### src/hdl/clb_pkg.sv
package clb_pkg;
    // Cycle qualifier encodings
    localparam logic MIO_MEMORY = 1'b1;
    localparam logic WR_WRITE = 1'b1;
    // Strap layout and reset values
    localparam int STRAP_W = 4;
    localparam logic [3:0] STRAP_RESET = 4'h0;
    localparam logic [3:0] RAS_IDLE = 4'hF;
    localparam int ADDR_LO = 2;
    localparam int ADDR_HI = 25;
    localparam int ADDR_W = ADDR_HI - ADDR_LO + 1;
    // Reset timing
    localparam int RESET_HOLD_NS = 1000;
    localparam int CLK_PERIOD_NS = 50;
    localparam int RESET_HOLD_CYC = (RESET_HOLD_NS + CLK_PERIOD_NS - 1) / CLK_PERIOD_NS;
    localparam int CNT_W = 6;
    localparam int SOFT_RESET_CYC = 2;

    typedef enum logic [1:0] {
        CLB_OWN_CPU,
        CLB_OWN_MASTER,
        CLB_OWN_DMA
    } clb_owner_t;

    typedef enum logic [1:0] {
        CLB_CYC_IO_RD,
        CLB_CYC_IO_WR,
        CLB_CYC_MEM_RD,
        CLB_CYC_MEM_WR
    } clb_cyc_t;
endpackage : clb_pkg

### src/hdl/clb_reset_gen.sv
`timescale 1ns/1ps
module clb_reset_gen
    import clb_pkg::*;
(
    // Clock and reset
    input wire logic clk_i,
    input wire logic reset_n_i,
    // Power state and soft reset request
    input wire logic power_ok_i,
    input wire logic soft_reset_req_i,
    // Reset outputs
    output logic por_active_o,
    output logic processor_hard_reset_o,
    output logic isa_reset_n_o,
    output logic processor_soft_reset_o
);
    logic [CNT_W-1:0] hold_q;
    logic [1:0] soft_q;

    // Power-on reset stays active until power is good for the hold time
    always_ff @(posedge clk_i) begin
        if (!reset_n_i || !power_ok_i) begin
            hold_q <= '0;
        end else if (hold_q != CNT_W'(RESET_HOLD_CYC)) begin
            hold_q <= hold_q + 1'b1;
        end
    end

    always_ff @(posedge clk_i) begin
        if (!reset_n_i) begin
            por_active_o <= 1'b1;
            processor_hard_reset_o <= 1'b1;
            isa_reset_n_o <= 1'b0;
        end else begin
            por_active_o <= hold_q != CNT_W'(RESET_HOLD_CYC);
            processor_hard_reset_o <= hold_q != CNT_W'(RESET_HOLD_CYC);
            isa_reset_n_o <= hold_q == CNT_W'(RESET_HOLD_CYC);
        end
    end

    // Soft reset pulse, independent of the hard reset
    always_ff @(posedge clk_i) begin
        if (!reset_n_i) begin
            soft_q <= '0;
        end else if (soft_reset_req_i && soft_q == '0) begin
            soft_q <= 2'(SOFT_RESET_CYC);
        end else if (soft_q != '0) begin
            soft_q <= soft_q - 1'b1;
        end
    end

    assign processor_soft_reset_o = soft_q != '0;

    property p_isa_follows_por;
        @(posedge clk_i) disable iff (!reset_n_i)
        !por_active_o |-> isa_reset_n_o;
    endproperty
    a_isa_follows_por: assert property (p_isa_follows_por) else $error("isa reset mismatch");

    property p_isa_low_in_por;
        @(posedge clk_i) disable iff (!reset_n_i)
        por_active_o |-> !isa_reset_n_o;
    endproperty
    a_isa_low_in_por: assert property (p_isa_low_in_por) else $error("isa reset not held in por");

    property p_soft_pulse;
        @(posedge clk_i) disable iff (!reset_n_i)
        $rose(processor_soft_reset_o) |-> processor_soft_reset_o ##1 processor_soft_reset_o ##1 !processor_soft_reset_o;
    endproperty
    a_soft_pulse: assert property (p_soft_pulse) else $error("soft reset width wrong");
endmodule : clb_reset_gen

### src/hdl/clb_pin_logic.sv
`timescale 1ns/1ps
module clb_pin_logic
    import clb_pkg::*;
(
    // Clock and reset
    input wire logic clk_i,
    input wire logic reset_n_i,
    input wire logic power_ok_i,
    input wire logic soft_reset_req_i,
    // Processor type: high for 486 class, low for 386 class
    input wire logic cpu_is_486_i,
    // Cycle qualifiers
    input wire logic cycle_start_strobe_n_i,
    input wire logic mem_or_io_i,
    input wire logic write_or_read_i,
    output logic cycle_start_o,
    output logic cycle_is_mem_o,
    output logic cycle_is_write_o,
    output clb_cyc_t cycle_type_o,
    // Bus ownership
    input clb_owner_t owner_i,
    // Local address bus 2..25
    input wire logic [ADDR_W-1:0] local_addr_bus_i,
    input wire logic [ADDR_W-1:0] dma_addr_i,
    output logic [ADDR_W-1:0] local_addr_bus_o,
    output logic local_addr_bus_oe_o,
    output logic [ADDR_W-1:0] captured_addr_o,
    // Address bit 26 or coprocessor busy
    input wire logic addr_bit26_or_fpu_busy_i,
    input wire logic dma_addr26_i,
    output logic addr_bit26_or_fpu_busy_o,
    output logic addr_bit26_or_fpu_busy_oe_o,
    output logic captured_addr26_o,
    output logic fpu_busy_o,
    // Clock strap / row strobe pins
    input wire logic [STRAP_W-1:0] clock_freq_strap_i,
    input wire logic [STRAP_W-1:0] row_strobe_n_req_i,
    output logic [STRAP_W-1:0] clock_freq_strap_o,
    output logic [STRAP_W-1:0] clock_freq_strap_oe_o,
    output logic [STRAP_W-1:0] clock_freq_sel_o,
    // Code/data or alter bit
    input wire logic mem_addr_bit9_i,
    input wire logic code_data_or_alter_bit_i,
    input wire logic alter_bit_out_i,
    output logic code_data_or_alter_bit_o,
    output logic code_data_or_alter_bit_oe_o,
    output logic alter_mode_o,
    output logic code_data_o,
    // Resets
    output logic processor_hard_reset_o,
    output logic isa_reset_n_o,
    output logic processor_soft_reset_o
);
    logic por_active;
    logic strobe_q;
    logic [STRAP_W-1:0] strap_q;
    logic alter_q;
    logic strap_done_q;

    function automatic clb_cyc_t clb_decode(input logic mio, input logic wr);
        case ({mio == MIO_MEMORY, wr == WR_WRITE})
            2'b00: clb_decode = CLB_CYC_IO_RD;
            2'b01: clb_decode = CLB_CYC_IO_WR;
            2'b10: clb_decode = CLB_CYC_MEM_RD;
            default: clb_decode = CLB_CYC_MEM_WR;
        endcase
    endfunction : clb_decode

    clb_reset_gen u_reset (
        .clk_i(clk_i),
        .reset_n_i(reset_n_i),
        .power_ok_i(power_ok_i),
        .soft_reset_req_i(soft_reset_req_i),
        .por_active_o(por_active),
        .processor_hard_reset_o(processor_hard_reset_o),
        .isa_reset_n_o(isa_reset_n_o),
        .processor_soft_reset_o(processor_soft_reset_o)
    );

    ////////////////////////////////////////////////////////////////
    // Cycle start detection and qualifier decode
    always_ff @(posedge clk_i) begin
        if (!reset_n_i) begin
            strobe_q <= 1'b1;
        end else begin
            strobe_q <= cycle_start_strobe_n_i;
        end
    end

    always_ff @(posedge clk_i) begin
        if (!reset_n_i) begin
            cycle_start_o <= 1'b0;
            cycle_is_mem_o <= 1'b0;
            cycle_is_write_o <= 1'b0;
            cycle_type_o <= CLB_CYC_IO_RD;
            captured_addr_o <= '0;
            captured_addr26_o <= 1'b0;
        end else begin
            cycle_start_o <= strobe_q && !cycle_start_strobe_n_i;
            if (strobe_q && !cycle_start_strobe_n_i) begin
                cycle_is_mem_o <= mem_or_io_i == MIO_MEMORY;
                cycle_is_write_o <= write_or_read_i == WR_WRITE;
                cycle_type_o <= clb_decode(mem_or_io_i, write_or_read_i);
                captured_addr_o <= local_addr_bus_i;
                captured_addr26_o <= cpu_is_486_i && addr_bit26_or_fpu_busy_i;
            end
        end
    end

    ////////////////////////////////////////////////////////////////
    // Address direction
    always_comb begin
        local_addr_bus_oe_o = owner_i == CLB_OWN_DMA;
        local_addr_bus_o = dma_addr_i;
        addr_bit26_or_fpu_busy_oe_o = cpu_is_486_i && owner_i != CLB_OWN_CPU;
        addr_bit26_or_fpu_busy_o = dma_addr26_i;
        fpu_busy_o = !cpu_is_486_i && !addr_bit26_or_fpu_busy_i;
    end

    ////////////////////////////////////////////////////////////////
    // Straps
    always_ff @(posedge clk_i) begin
        if (!reset_n_i) begin
            strap_q <= STRAP_RESET;
            alter_q <= 1'b0;
            strap_done_q <= 1'b0;
        end else if (por_active) begin
            strap_q <= clock_freq_strap_i;
            alter_q <= !mem_addr_bit9_i;
            strap_done_q <= 1'b0;
        end else begin
            strap_done_q <= 1'b1;
        end
    end

    always_comb begin
        clock_freq_sel_o = strap_q;
        alter_mode_o = alter_q;
        clock_freq_strap_oe_o = strap_done_q ? {STRAP_W{1'b1}} : '0;
        clock_freq_strap_o = strap_done_q ? row_strobe_n_req_i : RAS_IDLE;
        code_data_or_alter_bit_oe_o = strap_done_q && alter_q;
        code_data_or_alter_bit_o = alter_bit_out_i;
        code_data_o = !alter_q && code_data_or_alter_bit_i;
    end

    ////////////////////////////////////////////////////////////////
    // Checks
    property p_start_edge;
        @(posedge clk_i) disable iff (!reset_n_i)
        cycle_start_o |-> $past(strobe_q) && !strobe_q;
    endproperty
    a_start_edge: assert property (p_start_edge) else $error("start without falling strobe");

    property p_mem_decode;
        @(posedge clk_i) disable iff (!reset_n_i)
        $fell(cycle_start_strobe_n_i) && strobe_q |=> cycle_is_mem_o == ($past(mem_or_io_i) == MIO_MEMORY);
    endproperty
    a_mem_decode: assert property (p_mem_decode) else $error("memory cycle decode wrong");

    property p_wr_decode;
        @(posedge clk_i) disable iff (!reset_n_i)
        strobe_q && !cycle_start_strobe_n_i |=> cycle_is_write_o == $past(write_or_read_i);
    endproperty
    a_wr_decode: assert property (p_wr_decode) else $error("write decode wrong");

    property p_strap_tristate;
        @(posedge clk_i) disable iff (!reset_n_i)
        por_active |=> clock_freq_strap_oe_o == '0;
    endproperty
    a_strap_tristate: assert property (p_strap_tristate) else $error("strap pins driven in reset");

    property p_ras_drive;
        @(posedge clk_i) disable iff (!reset_n_i)
        !por_active ##1 !por_active |-> clock_freq_strap_oe_o == {STRAP_W{1'b1}};
    endproperty
    a_ras_drive: assert property (p_ras_drive) else $error("row strobes not driven");

    property p_strap_hold;
        @(posedge clk_i) disable iff (!reset_n_i)
        strap_done_q ##1 !por_active |-> $stable(strap_q) && $stable(alter_q);
    endproperty
    a_strap_hold: assert property (p_strap_hold) else $error("strap changed after reset");

    property p_addr_dir;
        @(posedge clk_i) disable iff (!reset_n_i)
        local_addr_bus_oe_o == (owner_i == CLB_OWN_DMA) && (!local_addr_bus_oe_o || local_addr_bus_o == dma_addr_i);
    endproperty
    a_addr_dir: assert property (p_addr_dir) else $error("address direction wrong");

    property p_a26_cpu_in;
        @(posedge clk_i) disable iff (!reset_n_i)
        owner_i == CLB_OWN_CPU || !cpu_is_486_i |-> !addr_bit26_or_fpu_busy_oe_o;
    endproperty
    a_a26_cpu_in: assert property (p_a26_cpu_in) else $error("bit 26 driven when it must be input");
endmodule : clb_pin_logic

### config.mk
export PLATFORM = sky130hd
export DESIGN_NAME = clb_pin_logic
export DESIGN_NICKNAME = d
export VERILOG_FILES = /design/src/hdl/clb_pkg.sv /design/src/hdl/clb_reset_gen.sv /design/src/hdl/clb_pin_logic.sv
export SDC_FILE = /design/constraint.sdc
export NUM_CORES = 1
export LEC_CHECK = 0
export ABC_AREA = 1
export BUFFER_PORTS_ARGS = -buffer_cell sky130_fd_sc_hd__buf_4
export CORE_ASPECT_RATIO = 0.8
export CORE_UTILIZATION = 38
export DETAILED_ROUTE_END_ITERATION = 10
export GPL_ROUTABILITY_DRIVEN = 0
export PLACE_DENSITY_LB_ADDON = 0.2
export SLEW_MARGIN = 20
export SYNTH_ARGS = -nofsm -noshare
export SYNTH_HDL_FRONTEND = slang
export SYNTH_HIERARCHICAL = 1
export SYNTH_SLANG_ARGS = --single-unit
### constraint.sdc
create_clock -name clk_i -period 1 [get_ports clk_i]
set_input_delay 0.1 -clock clk_i [delete_from_list [all_inputs] [get_ports clk_i]]
set_output_delay 0.1 -clock clk_i [all_outputs]
set_load 0.005 [all_outputs]
Word-level counts from Yosys, hierarchy flattened
Index checks and enable logic that the tools add are counted.
Widths: inputs -> output; s select.
- add/subtract/negate cells: 2
- eq/ne operators: 5
- mux-type cells: 6
- bitwise logic cells: 1
- reduce and logical (&&, ||, !) cells: 21
- operators with widths (operator ; number):
    $mux 4 ; 2
    $logic_and 1x1->1 ; 7
    $logic_not 1->1 ; 7
    $add 6x1->6 const B ; 1
    $eq 6x5->1 const B ; 1
    $ne 6x5->1 const B ; 1
    $pmux 2 s3 ; 1
    $reduce_bool 2->1 ; 3
    $eq 2x2->1 const B ; 2
    $logic_not 2->1 ; 2
    $mux 2 ; 2
    $eq 2x1->1 const B ; 1
    $reduce_or 2->1 ; 1
    $sub 2x1->2 const B ; 1
    $logic_or 1x1->1 ; 1
    $mux 1 ; 1
    $not 1->1 ; 1
- register bits: 47
- word-level logic and storage cells: 50

Depth between registers and ports, before layout
- depth after elaboration: 3
- gate-level depth with buffers: 8
- mapped depth without buffers: 8

Hierarchy
The synthesis kept the hierarchy.
- modules (own cells, without submodules) (module ; times used ; cells each ; area an instance (µm²) ; sequential area each (µm²)):
    clb_pin_logic ; 1 ; 228 ; 1767.9 ; 740.7
    clb_reset_gen ; 1 ; 63 ; 469.2 ; 200.2

Worst setup path after synthesis
Ideal clock, no wire load.
- kind: register to register
- from: register u_reset.hold_q[0]
- to: register u_reset.hold_q[0]
- arrival time: 0.964 ns
- required time: 0.887 ns
- slack: -0.077 ns
- stages on the path, launching flop included: 9
- buffers on the path: 0
- period minus slack after synthesis: 1.077 ns
- path through: dfxtp_1 -> inv_1 -> ha_1 -> nand2_2 -> inv_2 -> nand3_2 -> nand2_1 -> nand2_1 -> nor2_1
- longest elaborated chain between the ends: 1
- RTL lines (what ; RTL line ; RTL):
    start, declared ; clb_reset_gen.sv:17 ; logic [CNT_W-1:0] hold_q;
    start signal, assigned ; clb_reset_gen.sv:25 ; hold_q <= hold_q + 1'b1;
    $add 6x1->6 / $ne 6x5->1 (equally long branches) ; clb_reset_gen.sv:25, clb_reset_gen.sv:24 ;
Several ways; a longest one is shown, not always the timed one.
A chain may end at the register's enable or synchronous reset.

Worst setup path after layout
- from: register u_reset.hold_q[1]
- to: register u_reset.hold_q[0]
- longest elaborated chain between the ends: 1
- RTL lines (what ; RTL line ; RTL):
    $ne 6x5->1 ; clb_reset_gen.sv:24 ; end else if (hold_q != CNT_W'(RESET_HOLD_CYC)) begin
Every way passes these cells.

==> impl_summary.txt <==
----------------------------------------------------
[Die]
  Chip Height ... approximately 71 µm
  Cell row count ... 24
  Initial core utilization ... approximately two fifths
  IO Pins ... between 100 and 150
  Core Region ... approximately 0.0056 mm²
  DIE AREA ... between 0.006 and 0.007 mm²
  Horizontal die dimension ... around 90 µm

[Timing]
  Setup repair after global routing missed its margin ... true
  Max-slew violations ... 0
  Peak clock frequency supported by timing ... 973.5 MHz
  Post-route clock skew ... 9.002 ps
  Total setup violations reported at the end of the flow ... 2
  Worst-case setup margin in the final layout ... -27.18 ps
  Measured slew at the worst slew-check pin ... roughly 220 ps
  Rel. slew slack ... a little under nine tenths
  Final clock period utilization by the worst path ... 102.7%
  Final min period ... about 1000 ps
  Smallest hold slack ... ~20 ps
  Hold Fails Final Rpt ... 0

[Critical path]
  CP Class ... register to register
  Origin of the worst setup path ... u_reset/hold_q[1]$_SDFFE_PP0P_
  Kind of end point of the critical path ... register
  Crit path DAT ... around 1300 ps
  Sort of element at the start of the critical path ... register
  Dominant delay contributor by cell family on the critical path ... simple AND/OR/NAND/NOR gates
  Worst flop-to-flop path endpoint ... u_reset/hold_q[0]$_SDFFE_PP0P_
  CP max stage delay ... 330 ps
  CP required ... roughly 1200 ps
  Critical path, cell by cell ... inv_2 -> ha_4 -> nand2_2 -> inv_2 -> nand3_4 -> nand2_1 -> nand2_1 -> nor2_1
  Count of buffering cells on the critical path with inverters included ... 2
  Slowest stage cell on the critical path ... sky130_fd_sc_hd__dfxtp_2
  Largest driver fanout on the critical path ... 5
  Reg2Reg Launch Point ... u_reset/hold_q[1]$_SDFFE_PP0P_
  Crit path to ... u_reset/hold_q[0]$_SDFFE_PP0P_
  Logic depth of the worst setup path including buffers ... 8
  Count of cells along the worst register-to-register path ... 8
  Reg-to-reg setup timing slack ... -30 ps

[Layout]
  Count of placed standard cells in the final layout, fillers left out ... 447
  Share of cells above drive strength 1 ... 43.09%
  Antenna Cells ... 0
  Layout net count ... 441
  Syn-to-layout area delta ... 36.41%
  # fillers ... around 550

[Place]
  Total placed cells including tap cells ... roughly 430
  PortBufs ... 95
  HPWL after detailed placement ... 3606 µm

[Clocking]
  Root Buffer ... sky130_fd_sc_hd__clkbuf_8
  Clock latency reported for the late side of the worst-skew pair ... roughly 300 ps
  Number of buffers on the longest clock path ... 2
  Number of buffers inserted during clock tree synthesis ... 5
  Worst-path clk slew ... ~90 ps
  CTS tree ... built
  CTS sink count ... 47
  H-tree lvl count ... 2

[Detailed routing]
  Via count ... 1985
  Detailed-routing iteration count for the pre-antenna-repair pass ... 4
  Routed wire length per instance ... 11.57 µm
  DRC violations left ... 0
  Vias per Instance ... around 4.4
  Total Wirelength ... around 5200 µm
  Antenna viol nets, final ... 0
  Iteration-0 DRC count of the detailed router ... between 70 and 80

[Outcome]
  Violated checks ... setup timing
  Run status ... complete, but fails checks

[Global route]
  Via count of the first global-routing pass ... between 1.5k and 2k
  Gr ovfl total ... 0
  Overall global routing resource usage ... 16.52%
  Number of antenna violations at the first check in global routing ... 0
  Maximum number of pins on one net before global-route repair ... 25
  Most crowded layer after global routing ... met2
  Met1 Resource Use GR ... between 10% and 20%
  Met2 track utilization from global routing ... between 20% and 30%
  Global routing usage on met3 ... between 4 and 5%
  Wire length of the first global-routing pass ... slightly above 8000 µm

[Synth]
  Number of instances in the synthesized netlist ... a little under 300
  Yosys synthesis warning count ... 6
  Netlist cell types ... 26
  Synthesized Nets ... approximately 360
  Flip-flop and latch count after synthesis ... between 40 and 50
  Part of the Yosys area used for sequential elements ... around 42%
  Netlist Area Pre-Place ... between 0.002 and 0.0025 mm²
  Post-Synthesis Mean Instance Area ... 7.688 µm²

[Pwr]
  Power per unit of standard cell area ... ~1300 mW/mm²
  Worst ir drop on vdd ... about 0.53 mV
  Leak ... around 0.0015 µW

[Worst hold path]
  Type of the most critical hold path ... input pin to register

[Flow run]
  Count of maximum capacitance violations ... 0

----------------------------------------------------
[worst register-to-register path, cell delays in order (launching register included)]
cell and delay (ps):
sky130_fd_sc_hd__dfxtp_2 330, sky130_fd_sc_hd__inv_2 70, sky130_fd_sc_hd__ha_4 140, sky130_fd_sc_hd__nand2_2 50
sky130_fd_sc_hd__inv_2 70, sky130_fd_sc_hd__nand3_4 90, sky130_fd_sc_hd__nand2_1 70, sky130_fd_sc_hd__nand2_1 50
sky130_fd_sc_hd__nor2_1 100
[kinds of logic (layout without fill, tap and decap cells)]
family | Yosys count | after routing | synth area share [%]
fa+ha+maj | 2 | 2 | 1.118
xor+xnor | 1 | 1 | 0.3916
simple gates | 156 | 156 | 33.28
flops | 47 | 47 | 42.06
compound gates | 18 | 18 | 4.251
buf+inv | 67 | 145 | 18.90
[state kept, by name, summed over array words and instances, names as in the netlist]
signal and cells:
u_reset/isa_reset_n_o 1, alter_mode_o 1, captured_addr26_o 1, u_reset/processor_hard_reset_o 1, strobe_q 1, u_reset/hold_q 6, strap_done_q 1, captured_addr_o 24
cycle_type_o 2, cycle_start_o 1, cycle_is_mem_o 1, u_reset/soft_q 2, cycle_is_write_o 1, clock_freq_sel_o 4
[power by group]
group,internal (µW),switching (µW),total [µW]
logic,415,308,723
registers,1980,68.8,2050
clock network,490,647,1140
total,2880,1020,3910
[layer usage]
layer | routed length (µm) | vias to the layer above
li1 | - | 1024
met1 | 2275 | 896
met2 | 2434 | 54
met3 | 386 | 11
met4 | 76 | 0
met5 | 0 | -
[cell usage after synthesis, drive strengths merged]
master / number / area [µm²]
nor3: 1 / 5.000
a21oi: 10 / 50.05
nand3: 7 / 40.04
xnor2: 1 / 8.760
buf: 40 / 314.0
nand2: 52 / 214.0
o21ai: 6 / 30.03
nand4: 1 / 6.260
dfxtp: 47 / 940.9
clkbuf: 2 / 7.510
o21a: 1 / 7.510
nand3b: 24 / 180.2
nor2: 71 / 299.0
inv: 25 / 101.4
ha: 2 / 25.02
a211oi: 1 / 7.510
[worst min-delay path by stage]
stage | slack (ps) | cells past startpoint | startpoint | end
after global placement | 200 | 0 | dma_addr_i[0] | local_addr_bus_o[0]
after detailed placement | 200 | 0 | dma_addr_i[0] | local_addr_bus_o[0]
after floorplan | 190 | 1 | mem_addr_bit9_i | alter_mode_o$_SDFFE_PN0P_
after global routing | 30 | 2 | reset_n_i | strobe_q$_SDFF_PN1_
final | 20 | 3 | clock_freq_strap_i[3] | clock_freq_sel_o[3]$_SDFFE_PN0P_
after CTS | 20 | 3 | clock_freq_strap_i[2] | clock_freq_sel_o[2]$_SDFFE_PN0P_
[layout by cell type, fill, tap and decap left out, types with 6 or more instances in the layout]
| master | n |
|---|---|
| sky130_fd_sc_hd__dfxtp_1 | 38 |
| sky130_fd_sc_hd__nand3b_1 | 24 |
| sky130_fd_sc_hd__inv_2 | 6 |
| sky130_fd_sc_hd__dfxtp_2 | 6 |
| sky130_fd_sc_hd__nand2_1 | 50 |
| sky130_fd_sc_hd__nor2_1 | 52 |
| sky130_fd_sc_hd__buf_4 | 106 |
| sky130_fd_sc_hd__inv_1 | 17 |
| sky130_fd_sc_hd__nor2_2 | 18 |
| sky130_fd_sc_hd__a21oi_1 | 10 |
| sky130_fd_sc_hd__nand3_1 | 6 |
[area by class of cell]
cell class / instances / area (µm²) / share of cell area [%]
timing repair inverter: 1 / 11.26 / 0.3690
clock inverter: 2 / 12.51 / 0.4100
multi-input combinational: 177 / 915.9 / 30.01
sequential: 47 / 959.7 / 31.45
inverter: 25 / 122.6 / 4.018
clock buffer: 6 / 72.57 / 2.378
tap: 78 / 97.59 / 3.198
timing repair buffer: 111 / 859.6 / 28.17
[stage by stage]
| stage | power [µW] | setup slack, ps | utilization (%) | area, µm² | TNS [ps] |
|---|---|---|---|---|---|
| detailed placement | 2775 | -60.69 | 50.99 | 2833 | -123.6 |
| finish | 3907 | -27.18 | 54.93 | 3052 | -32.87 |
| floorplan | 2490 | 0.7467 | - | 2241 | 0 |
| global placement | 2764 | -40.27 | 50.99 | 2833 | -65.79 |
| CTS | 3926 | -35.59 | 53.56 | 2975 | -60.53 |
| global route | 4108 | -97.67 | 54.93 | 3052 | -571.8 |
[what timing repair did]
action	CTS	global route
hold endpoints to repair	1	0
setup endpoints to repair	16	33
setup buffers	3	1
cloned	0	1
gates resized for setup	11	22
pin swaps	6	6
hold buffers	1	0
(Power assumes the default switching activity.)
